### config.mk
export PLATFORM = sky130hd
export DESIGN_NAME = ibl_listener
export DESIGN_NICKNAME = d
export VERILOG_FILES = /design/src/logic/ibl_pkg.sv /design/src/logic/ibl_sync.sv /design/src/logic/ibl_cmd.sv /design/src/logic/ibl_listener.sv
export SDC_FILE = /design/constraint.sdc
export NUM_CORES = 1
export LEC_CHECK = 0
export BUFFER_PORTS_ARGS = -buffer_cell sky130_fd_sc_hd__buf_2
export CAP_MARGIN = 5
export CORE_MARGIN = 3
export CORE_UTILIZATION = 50
export CTS_BUF_LIST = sky130_fd_sc_hd__clkbuf_16
export CTS_CLUSTER_DIAMETER = 200
export DETAILED_ROUTE_END_ITERATION = 10
export GPL_TIMING_DRIVEN = 0
export PLACE_DENSITY_LB_ADDON = 0.2
export SYNTH_ARGS = -nofsm -noshare
export SYNTH_HDL_FRONTEND = slang
export SYNTH_SLANG_ARGS = --single-unit
### constraint.sdc
create_clock -name sys_clk -period 3.3 [get_ports sys_clk]
set_input_delay 0.33 -clock sys_clk [delete_from_list [all_inputs] [get_ports sys_clk]]
set_output_delay 0.33 -clock sys_clk [all_outputs]
set_load 0.02 [all_outputs]
### src/logic/ibl_pkg.sv
// Constants shared by the instrument bus listener
package ibl_pkg;
  // Command byte groups, 7-bit codes with bit 7 ignored
  localparam logic [6:0] LISTEN_BASE = 7'h20;
  localparam logic [6:0] TALK_BASE = 7'h40;
  localparam logic [6:0] UNLISTEN_CODE = 7'h3F;
  localparam logic [6:0] UNTALK_CODE = 7'h5F;
  // Universal command: device clear
  localparam logic [6:0] DEV_CLEAR_CODE = 7'h14;
  // Addressed commands: selected device clear, group execute trigger
  localparam logic [6:0] SEL_CLEAR_CODE = 7'h04;
  localparam logic [6:0] TRIGGER_CODE = 7'h08;
  localparam int SYNC_STAGES = 2;
  typedef enum logic [3:0] {
    IBL_IDLE = 4'h1,
    IBL_READY = 4'h2,
    IBL_TAKE = 4'h4,
    IBL_DONE = 4'h8
  } ibl_hs_t;
endpackage

### src/logic/ibl_sync.sv
// Two-stage synchroniser for asynchronous bus control lines
`timescale 1ns/1ns
module ibl_sync #(
  parameter int W = 4
) (
  // Clock and reset
  input wire logic sys_clk,
  input wire logic rst_n,
  input wire logic clk_en,
  // Lines
  input wire logic [W-1:0] async_in,
  output logic [W-1:0] sync_out
);
  logic [W-1:0] meta_r;
  logic [W-1:0] meta_nxt;
  logic [W-1:0] sync_r;
  logic [W-1:0] sync_nxt;

  always_comb begin
    meta_nxt = clk_en ? async_in : meta_r;
    sync_nxt = clk_en ? meta_r : sync_r;
  end

  always_ff @(posedge sys_clk or negedge rst_n) begin
    if (!rst_n) begin
      meta_r <= '0;
      sync_r <= '0;
    end else begin
      meta_r <= meta_nxt;
      sync_r <= sync_nxt;
    end
  end

  assign sync_out = sync_r;
endmodule

### src/logic/ibl_cmd.sv
// Command decoder: listen/talk addressing, unlisten and bus commands
`timescale 1ns/1ns
module ibl_cmd (
  // Clock and reset
  input wire logic sys_clk,
  input wire logic rst_n,
  input wire logic clk_en,
  // Configuration
  input wire logic [6:0] own_addr,
  // Byte strobe and state
  input wire logic cmd_stb,
  input wire logic [7:0] cmd_byte,
  input wire logic ifc_act,
  input wire logic ren_act,
  // Results
  output logic listen_addr,
  output logic talk_addr,
  output logic clear_pulse,
  output logic trigger_pulse
);
  logic lsn_r, lsn_nxt, tlk_r, tlk_nxt, clr_r, clr_nxt, trg_r, trg_nxt;
  logic [6:0] c;

  // Talk or listen code for this device; upper address values have no code
  function automatic logic addr_hit(input logic [6:0] code, input logic [6:0] base,
      input logic [6:0] addr);
    addr_hit = (code == (base | {2'b00, addr[4:0]})) && (addr[6:5] == 2'b00);
  endfunction

  always_comb begin
    c = cmd_byte[6:0];
    lsn_nxt = lsn_r;
    tlk_nxt = tlk_r;
    clr_nxt = 1'b0;
    trg_nxt = 1'b0;
    if (ifc_act) begin
      lsn_nxt = 1'b0;
      tlk_nxt = 1'b0;
    end else if (cmd_stb && ren_act) begin
      if (c == ibl_pkg::UNLISTEN_CODE) begin
        lsn_nxt = 1'b0;
      end else if (c == ibl_pkg::UNTALK_CODE) begin
        tlk_nxt = 1'b0;
      end else if (addr_hit(c, ibl_pkg::LISTEN_BASE, own_addr)) begin
        lsn_nxt = 1'b1;
      end else if (addr_hit(c, ibl_pkg::TALK_BASE, own_addr)) begin
        tlk_nxt = 1'b1;
        lsn_nxt = 1'b0;
      end else if (c[6:5] == 2'b10) begin
        tlk_nxt = 1'b0;
      end else if (c == ibl_pkg::DEV_CLEAR_CODE) begin
        clr_nxt = 1'b1;
      end else if (c == ibl_pkg::SEL_CLEAR_CODE) begin
        clr_nxt = lsn_r;
      end else if (c == ibl_pkg::TRIGGER_CODE) begin
        trg_nxt = lsn_r;
      end
      // Any other code leaves state untouched
    end
  end

  always_ff @(posedge sys_clk or negedge rst_n) begin
    if (!rst_n) begin
      lsn_r <= 1'b0;
      tlk_r <= 1'b0;
      clr_r <= 1'b0;
      trg_r <= 1'b0;
    end else if (clk_en) begin
      lsn_r <= lsn_nxt;
      tlk_r <= tlk_nxt;
      clr_r <= clr_nxt;
      trg_r <= trg_nxt;
    end
  end

  assign listen_addr = lsn_r;
  assign talk_addr = tlk_r;
  assign clear_pulse = clr_r;
  assign trigger_pulse = trg_r;
endmodule

### src/logic/ibl_listener.sv
// Listener-side logic for a byte-parallel instrument bus
`timescale 1ns/1ns
module ibl_listener (
  // Clock and reset
  input wire logic sys_clk,
  input wire logic rst_n,
  input wire logic clk_en,
  // Configuration
  input wire logic [6:0] own_addr,
  // Bus lines, true = asserted (electrically low)
  input wire logic [7:0] dio_in,
  input wire logic dav_in,
  input wire logic atn_in,
  input wire logic ifc_in,
  input wire logic ren_in,
  // Open-drain handshake lines: oe high pulls the line low (true)
  output logic nrfd_out,
  output logic nrfd_oe,
  output logic ndac_out,
  output logic ndac_oe,
  // User side: received data
  output logic [7:0] rx_data,
  output logic rx_valid,
  input wire logic rx_ready,
  // User side: status
  output logic listen_addr,
  output logic talk_addr,
  output logic remote_mode,
  output logic clear_pulse,
  output logic trigger_pulse
);
  logic [3:0] ctl_sync;
  logic dav_s, atn_s, ifc_s, ren_s;
  ibl_pkg::ibl_hs_t st_r, st_nxt;
  logic [7:0] data_r, data_nxt;
  logic rxv_r, rxv_nxt;
  logic [7:0] rxd_r, rxd_nxt;
  logic cmd_stb;

  ibl_sync #(.W(4)) u_sync (
    .sys_clk(sys_clk),
    .rst_n(rst_n),
    .clk_en(clk_en),
    .async_in({dav_in, atn_in, ifc_in, ren_in}),
    .sync_out(ctl_sync)
  );
  assign {dav_s, atn_s, ifc_s, ren_s} = ctl_sync;

  // A command byte is taken in the capture state while attention is true
  assign cmd_stb = (st_r == ibl_pkg::IBL_TAKE) && atn_s;

  ibl_cmd u_cmd (
    .sys_clk(sys_clk),
    .rst_n(rst_n),
    .clk_en(clk_en),
    .own_addr(own_addr),
    .cmd_stb(cmd_stb),
    .cmd_byte(data_r),
    .ifc_act(ifc_s),
    .ren_act(ren_s),
    .listen_addr(listen_addr),
    .talk_addr(talk_addr),
    .clear_pulse(clear_pulse),
    .trigger_pulse(trigger_pulse)
  );

  always_comb begin
    st_nxt = st_r;
    data_nxt = data_r;
    rxv_nxt = rxv_r && !rx_ready;
    rxd_nxt = rxd_r;
    case (st_r)
      ibl_pkg::IBL_IDLE: begin
        // Ready once the previous byte is drained, or for commands
        if (!dav_s && (atn_s || (listen_addr && !rxv_r))) begin
          st_nxt = ibl_pkg::IBL_READY;
        end
      end
      ibl_pkg::IBL_READY: begin
        if (ifc_s) begin
          st_nxt = ibl_pkg::IBL_IDLE;
        end else if (dav_s) begin
          // Data lines sampled only after valid has been synchronised
          data_nxt = dio_in;
          st_nxt = ibl_pkg::IBL_TAKE;
        end else if (!atn_s && (!listen_addr || rxv_r)) begin
          // Data mode with no address or an undrained byte: not-ready again
          st_nxt = ibl_pkg::IBL_IDLE;
        end
      end
      ibl_pkg::IBL_TAKE: begin
        if (!atn_s && listen_addr && ren_s) begin
          rxv_nxt = 1'b1;
          // User byte kept apart so later command bytes cannot overwrite it
          rxd_nxt = data_r;
        end
        st_nxt = ibl_pkg::IBL_DONE;
      end
      ibl_pkg::IBL_DONE: begin
        if (!dav_s) begin
          st_nxt = ibl_pkg::IBL_IDLE;
        end
      end
      default: st_nxt = ibl_pkg::IBL_IDLE;
    endcase
  end

  always_ff @(posedge sys_clk or negedge rst_n) begin
    if (!rst_n) begin
      st_r <= ibl_pkg::IBL_IDLE;
      data_r <= 8'h00;
      rxv_r <= 1'b0;
      rxd_r <= 8'h00;
    end else if (clk_en) begin
      st_r <= st_nxt;
      data_r <= data_nxt;
      rxv_r <= rxv_nxt;
      rxd_r <= rxd_nxt;
    end
  end

  // Not-ready released only in the ready state
  assign nrfd_out = 1'b0;
  assign nrfd_oe = (st_r != ibl_pkg::IBL_READY);
  // Not-accepted released only once the byte is captured
  assign ndac_out = 1'b0;
  assign ndac_oe = (st_r != ibl_pkg::IBL_DONE);
  assign rx_data = rxd_r;
  assign rx_valid = rxv_r;
  assign remote_mode = ren_s;
endmodule

# Word level (Yosys, flattened, before mapping)
# Index checks and enable logic that the tools add are counted.
dict set report word_totals {
  inputBits 23
  word_cells 97
  output_inout_bits 18
  reg_bits 33
}
dict set report op_classes {
  n_mux 40
  bitwise_logic 1
  eq_ne 20
  reduce_logical 26
}
# cell count
set ops {}
lappend ops {{1-bit two-way mux} 34}
lappend ops {{4-bit two-way mux} 5}
lappend ops {{4-bit case mux with 4 select lines} 1}
lappend ops {{4-bit AND reduction} 3}
lappend ops {{1-bit logical AND} 10}
lappend ops {{4-bit by 2-bit != test with 1-bit output (second input constant)} 2}
lappend ops {{4-bit nonzero test} 2}
lappend ops {{7-bit by 3-bit equality test with 1-bit output (second input constant)} 1}
lappend ops {{7-bit by 4-bit equality test with 1-bit output (second input constant)} 1}
lappend ops {{7-bit by 5-bit equality test with 1-bit output (second input constant)} 1}
lappend ops {{7-bit by 6-bit equality test with 1-bit output} 1}
lappend ops {{7-bit by 6-bit equality test with 1-bit output (second input constant)} 1}
lappend ops {{7-bit equality test} 1}
lappend ops {{7-bit equality test (second input constant)} 1}
lappend ops {{2-bit != test (second input constant)} 3}
lappend ops {{3-bit by 2-bit != test with 1-bit output (second input constant)} 2}
lappend ops {{1-bit logical NOT} 5}
lappend ops {{5-bit AND reduction} 1}
lappend ops {{4-bit by 1-bit equality test with 1-bit output (second input constant)} 1}
lappend ops {{4-bit by 2-bit equality test with 1-bit output (second input constant)} 1}
lappend ops {{4-bit by 3-bit equality test with 1-bit output (second input constant)} 1}
lappend ops {{4-bit equality test (second input constant)} 1}
lappend ops {{4-bit != test (second input constant)} 1}
lappend ops {{3-bit AND reduction} 1}
lappend ops {{5 further kinds} 6}

# Logic depth before layout (Yosys ltp)
# Gate-level depths: netlist of run 1.
dict set report depth {
  depth_word 11
  depth_mapped 5
  ltp_nobuf 5
}

# Modules after synthesis
# A second synthesis of run 1 with hierarchy kept.
dict set report hier_totals {
  cells_unflattened 130
  area_unflattened_um2 1665.3
}
# mod area_each_um2 n_inst cells_each
set modules_own_cells {}
lappend modules_own_cells {ibl_listener 1013.5 1 74}
lappend modules_own_cells {ibl_sync 331.6 1 17}
lappend modules_own_cells {ibl_cmd 320.3 1 39}

# Least setup slack after synthesis of run 1
# No wires, ideal clock.
dict set report synth_timing {
  kind {register -> register}
  startpoint {reg st_r[3]}
  endpoint {reg data_r[1]}
  path_buffers 1
  setup_slack_ns 1.466
  stages_incl_launch_ff 5
  arrival_ns 1.706
  required_time_ns 3.172
  path_cell_list {dfrtp_1 -> or4b_4 -> nor3_2 -> buf_4 -> mux2_1}
}
dict set report synth_via {
  elab_chain_cells 2
}
# item line
set synth_lines {}
lappend synth_lines {{start, declared} ibl_listener.sv:34} ;# ibl_pkg::ibl_hs_t st_r, st_nxt;
lappend synth_lines {{start signal, assigned} ibl_listener.sv:110} ;# st_r <= ibl_pkg::IBL_IDLE;
lappend synth_lines {{start signal, assigned} ibl_listener.sv:115} ;# st_r <= st_nxt;
lappend synth_lines {{4-bit by 2-bit equality test with 1-bit output} ibl_listener.sv:72} ;# case (st_r)
lappend synth_lines {{4-bit AND reduction (no line)} -}
lappend synth_lines {{end signal, assigned} ibl_listener.sv:116} ;# data_r <= data_nxt;
lappend synth_lines {{end, declared} ibl_listener.sv:35} ;# logic [7:0] data_r, data_nxt;
# No other way between the ends.
# A chain may end at the register's enable or synchronous reset.

# Final worst setup path of run 1
dict set report layout_timing {
  startpoint {reg st_r[3]}
  endpoint {reg data_r[7]}
}
# The elaborated chain is that of the path after synthesis.

==> run summary, run 1 <==
The required time of the worst setup path is approximately 3.5 ns. The maximum vdd drop came out at 0.4249 mV. The wire length of the first global-routing pass came out at 5451 µm.

The post-detailed-placement cell area is about 0.0018 mm². The number of placement rows came out at 19. The synthesized area divided by synthesized cell count came out at 12.14 µm². The ratio of total power to cell area is roughly 690 mW/mm².

The net switching power came out at between 400 and 500 µW. The worst register-to-register path has a setup slack of around 1.3 ns. The first-pass iteration count of the detailed router came out at 4.

After detailed routing, the number of vias per cell comes to about 5.9. The number of distinct library cell variants in the gate-level netlist after synthesis is 37. The number of nets with antenna violations after detailed routing came out at 0.

The height of the die is ~62 µm. The top cell type's share of synthesized area came out at 0.5195. Setup repair after global routing left no endpoint under its margin.

Counting cells, the worst reg-to-reg path comes to 4. The final count of negative-setup-slack endpoints is 0. Counting every sink on the clock net gives 33. Summed over all instances, the cell type with the most area after synthesis is dfrtp_1. In the layout the commonest cells are 38 x buf_2, 32 x dfrtp_1, 16 x mux2_2. In the synthesized netlist the async set-or-reset flop fraction comes to 1.000. The post-route standard cell area excluding fillers came out at 0.001917 mm². The residual DRC count came out at 0. The worst path needs between 1.5 and 2 ns of the cycle, external delays included.

STA classifies the critical path startpoint as a register. The effective utilization at floorplan is 0.5404. The fmax came out at roughly 510 MHz. The root buffer cell chosen for the clock tree is clkbuf_16.

Summing all multi-input logic gate instances after layout gives slightly below 700 µm². The initial antenna violation count is 0. The count of buffers inserted at the top-level ports is 38. The net count of the finished layout is 196. The setup TNS came out at 0 ns. Of the cells placed in the final design, the portion with a size suffix greater than 1 is 0.4138.

Registers take approximately 830 µm². TritonCTS built the clock tree. For the pin with the worst max-slew slack, the measured transition is ~0.71 ns.

Counting the fill cells in the layout gives around 230. The share of total power dissipated in the clock network is 0.330. The class of the worst hold path is primary input to async pin.

The synthesized netlist cell count came out at about 130. The flop and latch count out of synthesis is 33. The synthesized area came out at around 0.0015 mm². The number of pins with negative max-slew slack in the final report came out at 0. The count of antenna diodes in the layout came out at 0. The combinational fraction of design power is 0.217. The maximum fanout encountered on the critical timing path is 10. The internal power contribution came out at between 900 and 1000 µW. The clock-pin slew of the registers on the worst-case setup and hold paths is 0.05 ns. The tightest hold path in the finished design has a slack of 0.1064 ns. The number of non-filler instances in the completed layout is roughly 210.

The sequential share of the synthesized area came out at 0.5365. The number of max-capacitance violations reported came out at 0. The cell count after placement came out at slightly below 200. The die covers 0.003785 mm².

The routed design has between 3000 and 4000 µm of wire. The ratio of final minimum period to clock period came out at 0.5974. The worst setup path category is register to register.

The initial detailed-routing violation count is 69. The final hold violation count came out at 0. Measured along the x axis, the die boundary spans 61.53 µm. For this run, the leading register cell type out of synthesis is dfrtp_1. The clock network latency to the later pin of the worst-skew pair is 0.28 ns. The worst flop-to-flop path endpoint is data_r[7].

The number of H-tree levels is 2. The number of buffers added by the clock tree synthesis step is 5. The global-route usage over all layers came out at 0.2044.

The post-DP HPWL is ~2500 µm. The total setup buffers inserted after CTS came out at 0. The critical path data arrival time is roughly 2.1 ns. The maximum clock path buffer count is 2. By area the synthesized netlist is led by dfrtp_1 52%, mux2_2 12%, mux2_1 4.4%, nand2_1 3.4%, xnor2_1 2.8%.

The routed length per placed instance is roughly 17 µm. The top-level I/O count came out at around 40. The leakage power figure is 0.0009348 µW. The number of global-route vias before repair was about 1200.

In this run, synthesis inferred 0 flip-flops with an integrated enable. The worst relative slew slack came out at 0.5277. The floorplan step defined a core boundary enclosing 0.002853 mm². The share of total power dissipated in sequential elements is 0.453.

On the final layout, the worst clock skew is roughly 0.0035 ns. The number of vias in the routed layout is around 1200. The maximum number of pins on one net before global-route repair came out at 34. The most common library cell in the layout ignoring fill and taps is buf_2. The worst setup path is captured at a register.

Yosys printed 0 warnings. The run finished with clean final reports. In this run the critical register-to-register path is launched from st_r[3].

The post-cts repair resize count is 0. For this design, the CTS-stage hold fixing added 0 buffers. The leftover overflow at the end of global routing came out at 0.

The share of total power consumed by net switching is 0.3133. The final weighted congestion in routability-driven placement is a little over 0.8. The post-synthesis to final-layout area growth came out at 24.35%.
==> Yosys cell counts (2+ instances only) <==
cell type  count
buf_4          3
dfrtp_1       32
inv_1          3
mux2_1         6
mux2_2        16
nand2_1       14
nand2b_1       3
nand3_1        3
nand4_1        3
nor2_1         4
nor3_1         4
nor3_2         2
o21ai_0        3
o2bb2ai_1      2
or4b_1         3
xnor2_1        5
==> power groups by stage <==
stage	registers (µW)	logic (µW)	clock network [µW]
5_1_grt	613	316	467
3_5_place_dp	605	283	0
4_1_cts	600	289	447
2_1_floorplan	582	205	0
3_3_place_gp	595	270	0
6_report	601	288	439
==> layer usage <==
metal,vias to the layer above,share of wire,track usage
met4,0,0.019,0.08182
met2,48,0.53,0.3513
met5,-,0,0
met3,12,0.064,0.05660
li1,547,-,-
met1,596,0.39,0.2401
==> worst max-delay path by stage <==
stage                       start         to  slack [ns]
after floorplan           st_r[3]  data_r[1]        1.47
after global placement    st_r[3]  data_r[7]        1.39
after detailed placement  st_r[3]  data_r[4]        1.33
after CTS                 st_r[3]  data_r[7]        1.29
after global routing      st_r[3]  data_r[7]        1.23
final                     st_r[3]  data_r[7]        1.33
==> stage by stage <==
stage / utilization / total power (µW) / worst slack (ns)
after floorplan: - / 787.6 / 1.466
after global placement: 0.6219 / 864.9 / 1.393
after detailed placement: 0.6219 / 887.8 / 1.327
after CTS: 0.6719 / 1337 / 1.294
after global routing: 0.6719 / 1396 / 1.230
final: 0.6719 / 1328 / 1.329
==> critical path, stage by stage (launching register included) <==
cell	delay [ns]
dfrtp_1	0.43
or4b_4	0.60
nor3_2	0.24
buf_4	0.24
mux2_1	0.34
==> flip-flops by register name (all words and copies together) (netlist names) <==
register,flops
rx_valid,1
u_cmd.trigger_pulse,1
rx_data,8
u_cmd.talk_addr,1
u_cmd.clear_pulse,1
st_r,4
u_sync.sync_out,4
u_cmd.listen_addr,1
data_r,8
u_sync.meta_r,4
==> layout make-up <==
class / count / share of cell area
clock inverter: 3 / 0.009138
clock buffer: 5 / 0.06527
sequential: 33 / 0.4315
tap: 31 / 0.02023
inverter: 3 / 0.005875
buffer: 4 / 0.01371
timing repair buffer: 38 / 0.09922
multi-input combinational: 88 / 0.3551
==> cells by family (layout without fill, tap and decap cells) <==
kind of cell | count (synthesis) | after routing | share of synthesized area
other cells | 1 | 2 | 0.002433
simple gates | 44 | 44 | 0.1696
flops | 33 | 33 | 0.5365
compound gates | 14 | 14 | 0.07143
buf+inv | 7 | 53 | 0.02435
mux | 23 | 23 | 0.1672
xor+xnor | 5 | 5 | 0.02841
Power figures use the tool's default switching activity.
==> inputs of run 2 (changes only) <==
--- a/config.mk
+++ b/config.mk
@@ -5,10 +5,11 @@
 export SDC_FILE = /design/constraint.sdc
 export NUM_CORES = 1
 export LEC_CHECK = 0
+export ABC_AREA = 1
 export BUFFER_PORTS_ARGS = -buffer_cell sky130_fd_sc_hd__buf_2
 export CAP_MARGIN = 5
 export CORE_MARGIN = 3
-export CORE_UTILIZATION = 50
+export CORE_UTILIZATION = 47
 export CTS_BUF_LIST = sky130_fd_sc_hd__clkbuf_16
 export CTS_CLUSTER_DIAMETER = 200
 export DETAILED_ROUTE_END_ITERATION = 10
==> constraint.sdc (replaced) <==
create_clock -name sys_clk -period 1.6 [get_ports sys_clk]
set_input_delay 0.16 -clock sys_clk [delete_from_list [all_inputs] [get_ports sys_clk]]
set_output_delay 0.16 -clock sys_clk [all_outputs]
set_load 0.02 [all_outputs]
==> run 2 against run 1 <==
Register-to-register slack worse by 1.2 ns. Core utilization is 5.7 points lower. Critical endpoint is now nrfd_oe. Flip-flop and latch count unchanged. Largest power group unchanged. Synthesized cell count rose by 66%. First-iteration DRC count up 2.9%. Combinational power is 100% higher. Worst setup slack worse by 1.2 ns. Final cell count up 49%.
==> run summary, run 2 <==
The first-pass iteration count of the detailed router is 4 (unchanged). The path class of the tightest hold or removal check is primary input to register. The startpoint of the lowest-slack register-to-register path is st_r[2]. The detailed router used layers up to and including met4.

The number of distinct library cell variants in the gate-level netlist after synthesis was 27 (-27%). The combinational fraction of design power came out at 0.227 (+0.010). The number of global-route vias before repair is 1454 (+26%). The library cell used most frequently in the layout, excluding fill and tap cells, is nand2_1.

The wire length reported by the detailed router is 3505 µm (+1.4%). The number of enable-type register cells in the synthesized netlist was 0 (unchanged). In the post-synthesis netlist, the cell with the most instances is nand2_1. The final hold violation count is 0 (unchanged). The TritonCTS sink count is 33 (unchanged). The count of warnings emitted by yosys is 0 (unchanged). The worst setup slack for register-to-register paths is 0.17 ns (-1.16 ns). For this run, the top clock speed supported by timing is roughly 680 MHz. The initial antenna violation count came out at 0 (unchanged). The synthesized netlist cell count is 211 (+66%). The number of non-filler instances in the completed layout is 305 (+49%). The core box area came to 0.003390 mm² (+19%). The post-synthesis to final-layout area growth came out at 24.05%. The worst reg2reg path depth was 7 (+3). The detailed route wirelength on metal3 came out at 165 µm (-26%). The root buffer cell is clkbuf_16.

The setup TNS came out at 0 ns (unchanged). The ratio of total power to cell area came out at 1221 mW/mm² (+76%). The post-cts repair resize count is 0 (unchanged). The worst flop-to-flop path endpoint is data_r[5].

The number of nets with antenna violations after detailed routing came out at 0 (unchanged). The met2 wire length is 1626 µm (-11%). The top cell type's share of synthesized area is 0.4765 (-0.04294). In this run the worst setup path terminates at nrfd_oe. The top-level I/O count came out at 41 (unchanged). The critical path data arrival time is 1.31 ns (-0.81 ns).

The initial detailed-routing violation count came out at 71 (+2.9%). The maximum clock path buffer count is 2 (unchanged). The worst clock skew came out at 0.003713 ns (+0.0001742 ns).

The routed via count divided by cell count came out at 4.872 (-17%). The die span in x was 65.80 µm (+6.9%). The flow ran to the end, and the final reports show no timing, DRC or antenna violations. The number of H-tree levels is 2 (unchanged). The wire length of the first global-routing pass came out at 6423 µm (+18%). The number of buffers added by the clock tree synthesis step is 5 (unchanged). The share of flip-flops with an asynchronous set or reset is 1.000 (unchanged). The number of max-capacitance violations reported is 0 (unchanged). Among all flip-flop cells after synthesis, the most frequent one is dfrtp_1.

The number of vias in the routed layout was 1486 (+24%). The count of buffers inserted at the top-level ports is 38 (unchanged). The share of total power consumed by net switching came to 0.3246 (+0.01137). The number of pins with negative max-slew slack in the final report is 0 (unchanged). The clock network latency to the later pin of the worst-skew pair came out at 0.27 ns (about the same). The count of antenna diodes in the layout came to 0 (unchanged). The synthesized area is 0.001680 mm² (+9.0%). The share of power burned in the clock network was 0.354 (+0.024). The number of placement rows came to 21 (+2).

The area of the multi-input gates is 704.4 µm² (+3.5%). The die area is 0.004329 mm² (+14%). The sequential cell area is 827.0 µm² (unchanged). The total setup buffers inserted after CTS came to 0 (unchanged). The flop and latch count out of synthesis came out at 33 (unchanged). The actual slew at the worst max-slew pin came out at 0.7276 ns (+0.01910 ns).

The CTS tree is yes. The post-route minimum period is between 1 and 1.5 ns. The maximum number of pins on one net before global-route repair was 34 (unchanged). The height of the die came out at 65.80 µm (+6.9%). The global-route usage over all layers is 0.1925 (-0.01191). The share of layout cells above drive strength 1 is 0.2664 (-0.1474).

The maximum vdd drop came out at 0.7721 mV (+82%). The post-DP HPWL came out at 2571 µm (+3.7%). The number of nets in the layout was 281 (+43%). The effective utilization at floorplan is 0.4958 (-0.04460). The final count of negative-setup-slack endpoints was 0 (unchanged). The library cells used most frequently in the layout, excluding fill and tap cells, are 67 x nand2_1, 38 x buf_2, 32 x dfrtp_1. The synthesized area divided by synthesized cell count is 7.964 µm² (-34%).

The maximum fanout encountered on the critical timing path was 4 (-6). The type of destination of the critical path is an output port. The startpoint type of the worst setup path is a register.

The leakage power figure was 0.001146 µW (+23%). Setup repair after global routing left no endpoint under its margin. The residual DRC count was 0 (unchanged). The internal power contribution is 1718 µW (+88%). Dividing the final minimum period by the clock period gives 0.9206. The count of filler cells inserted in the layout is 319 (+36%). The sequential share of the synthesized area came to 0.4922 (-0.04434). The total routed wire length on the met1 layer was 1660 µm (+24%). The share of total power in sequential cells is 0.418 (-0.035). The synthesized design spends more area on one cell type than any other, namely dfrtp_1.

Ranked by total cell area, the synthesized netlist is headed by dfrtp_1 48%, nand2_1 15%, inv_1 5.6%, nor2_1 5.6%, o21ai_2 4.2%. The routed length per placed instance came to 11.49 µm (-32%). The leftover overflow at the end of global routing is 0 (unchanged). In this run the worst setup path begins at st_r[2]. The final weighted congestion in routability-driven placement is 0.8030 (-0.94%). The net switching power came out at 825.9 µW (+99%). The worst setup path category is register to output port. The required time of the worst setup path came out at 1.44 ns (-2.01 ns). The worst relative slew slack came to 0.5149 (-0.01274). The cell count after placement was 296 (+50%). By count the netlist is led by 67 x nand2_1, 32 x dfrtp_1, 25 x inv_1, 25 x nor2_1, 11 x nand3_1. The clock-pin slew of the registers on the worst-case setup and hold paths was 0.05 ns (about the same).
## run 2: cell count changes after synthesis, sizes merged, moves of 4 or more
cell / previous run / this run
nand3: 3 / 12
o21ai: 4 / 16
a21oi: 0 / 10
nor2: 4 / 26
inv: 3 / 28
xnor2: 5 / 0
nand2: 14 / 68
or4b: 4 / 0
mux2: 22 / 0
## run 2: routing by layer
| metal | up-vias | global-route usage |
|---|---|---|
| li1 | 760 | - |
| met1 | 693 | 0.2555 |
| met2 | 28 | 0.3016 |
| met3 | 5 | 0.05102 |
| met4 | 0 | 0.06995 |
| met5 | - | 0 |
## run 2: final cells by class
cell class	instances	area share
flip-flops and latches	33	0.3968
multi-input cells	145	0.3379
repair buffers	39	0.09604
clock buffers	5	0.06002
inverters	29	0.05342
well taps	46	0.02761
plain buffers	5	0.01981
clock inverters	3	0.008403
## run 2: worst min-delay path by stage
stage / startpoint / endpoint / cells past startpoint
after floorplan: rst_n / data_r[0] / 0
after global placement: rst_n / u_cmd.talk_addr / 1
after detailed placement: rst_n / u_cmd.talk_addr / 1
after CTS: dav_in / u_sync.meta_r[3] / 3
after global routing: dav_in / u_sync.meta_r[3] / 3
final: dav_in / u_sync.meta_r[3] / 3
## run 2: repair_timing
item,CTS,global route
endpoints found under the setup margin,0,0
hold buffers,1,0
hold endpoints to repair,32,0
## run 2: kinds of logic (layout without fill, tap and decap cells)
family | Yosys count | in the layout | share of synthesized area
AO/OA/AOI/OAI | 27 | 27 | 0.1020
AND/OR/NAND/NOR | 116 | 116 | 0.3127
flip-flops | 33 | 33 | 0.4922
buffers and inverters | 34 | 81 | 0.09084
other | 1 | 2 | 0.002232
## run 2: power groups by stage
stage / clock, µW / combinational, µW / sequential (µW)
after floorplan: 0 / 430 / 1060
after global placement: 0 / 567 / 1070
after detailed placement: 0 / 576 / 1080
after CTS: 919 / 582 / 1070
after global routing: 964 / 677 / 1080
final: 902 / 579 / 1060
## run 2: metrics by stage
stage,hold slack (ns),setup slack (ns),utilization,total power [µW],cell area [µm²]
6_report,0.08050,0.1271,0.6150,2544,2085
2_1_floorplan,-0.1356,0.1882,-,1491,1684
5_1_grt,0.09309,0.007183,0.6150,2723,2085
4_1_cts,0.08203,0.1211,0.6150,2566,2085
3_5_place_dp,0.2607,0.1719,0.5700,1655,1932
3_3_place_gp,0.2686,0.1994,0.5700,1642,1932
## run 2: worst max-delay path, cell delays in order (launching register included)
cell     delay [ns]
dfrtp_1        0.38
inv_1          0.11
nand2_1        0.09
nor3_4         0.20
inv_1          0.10
buf_2          0.17
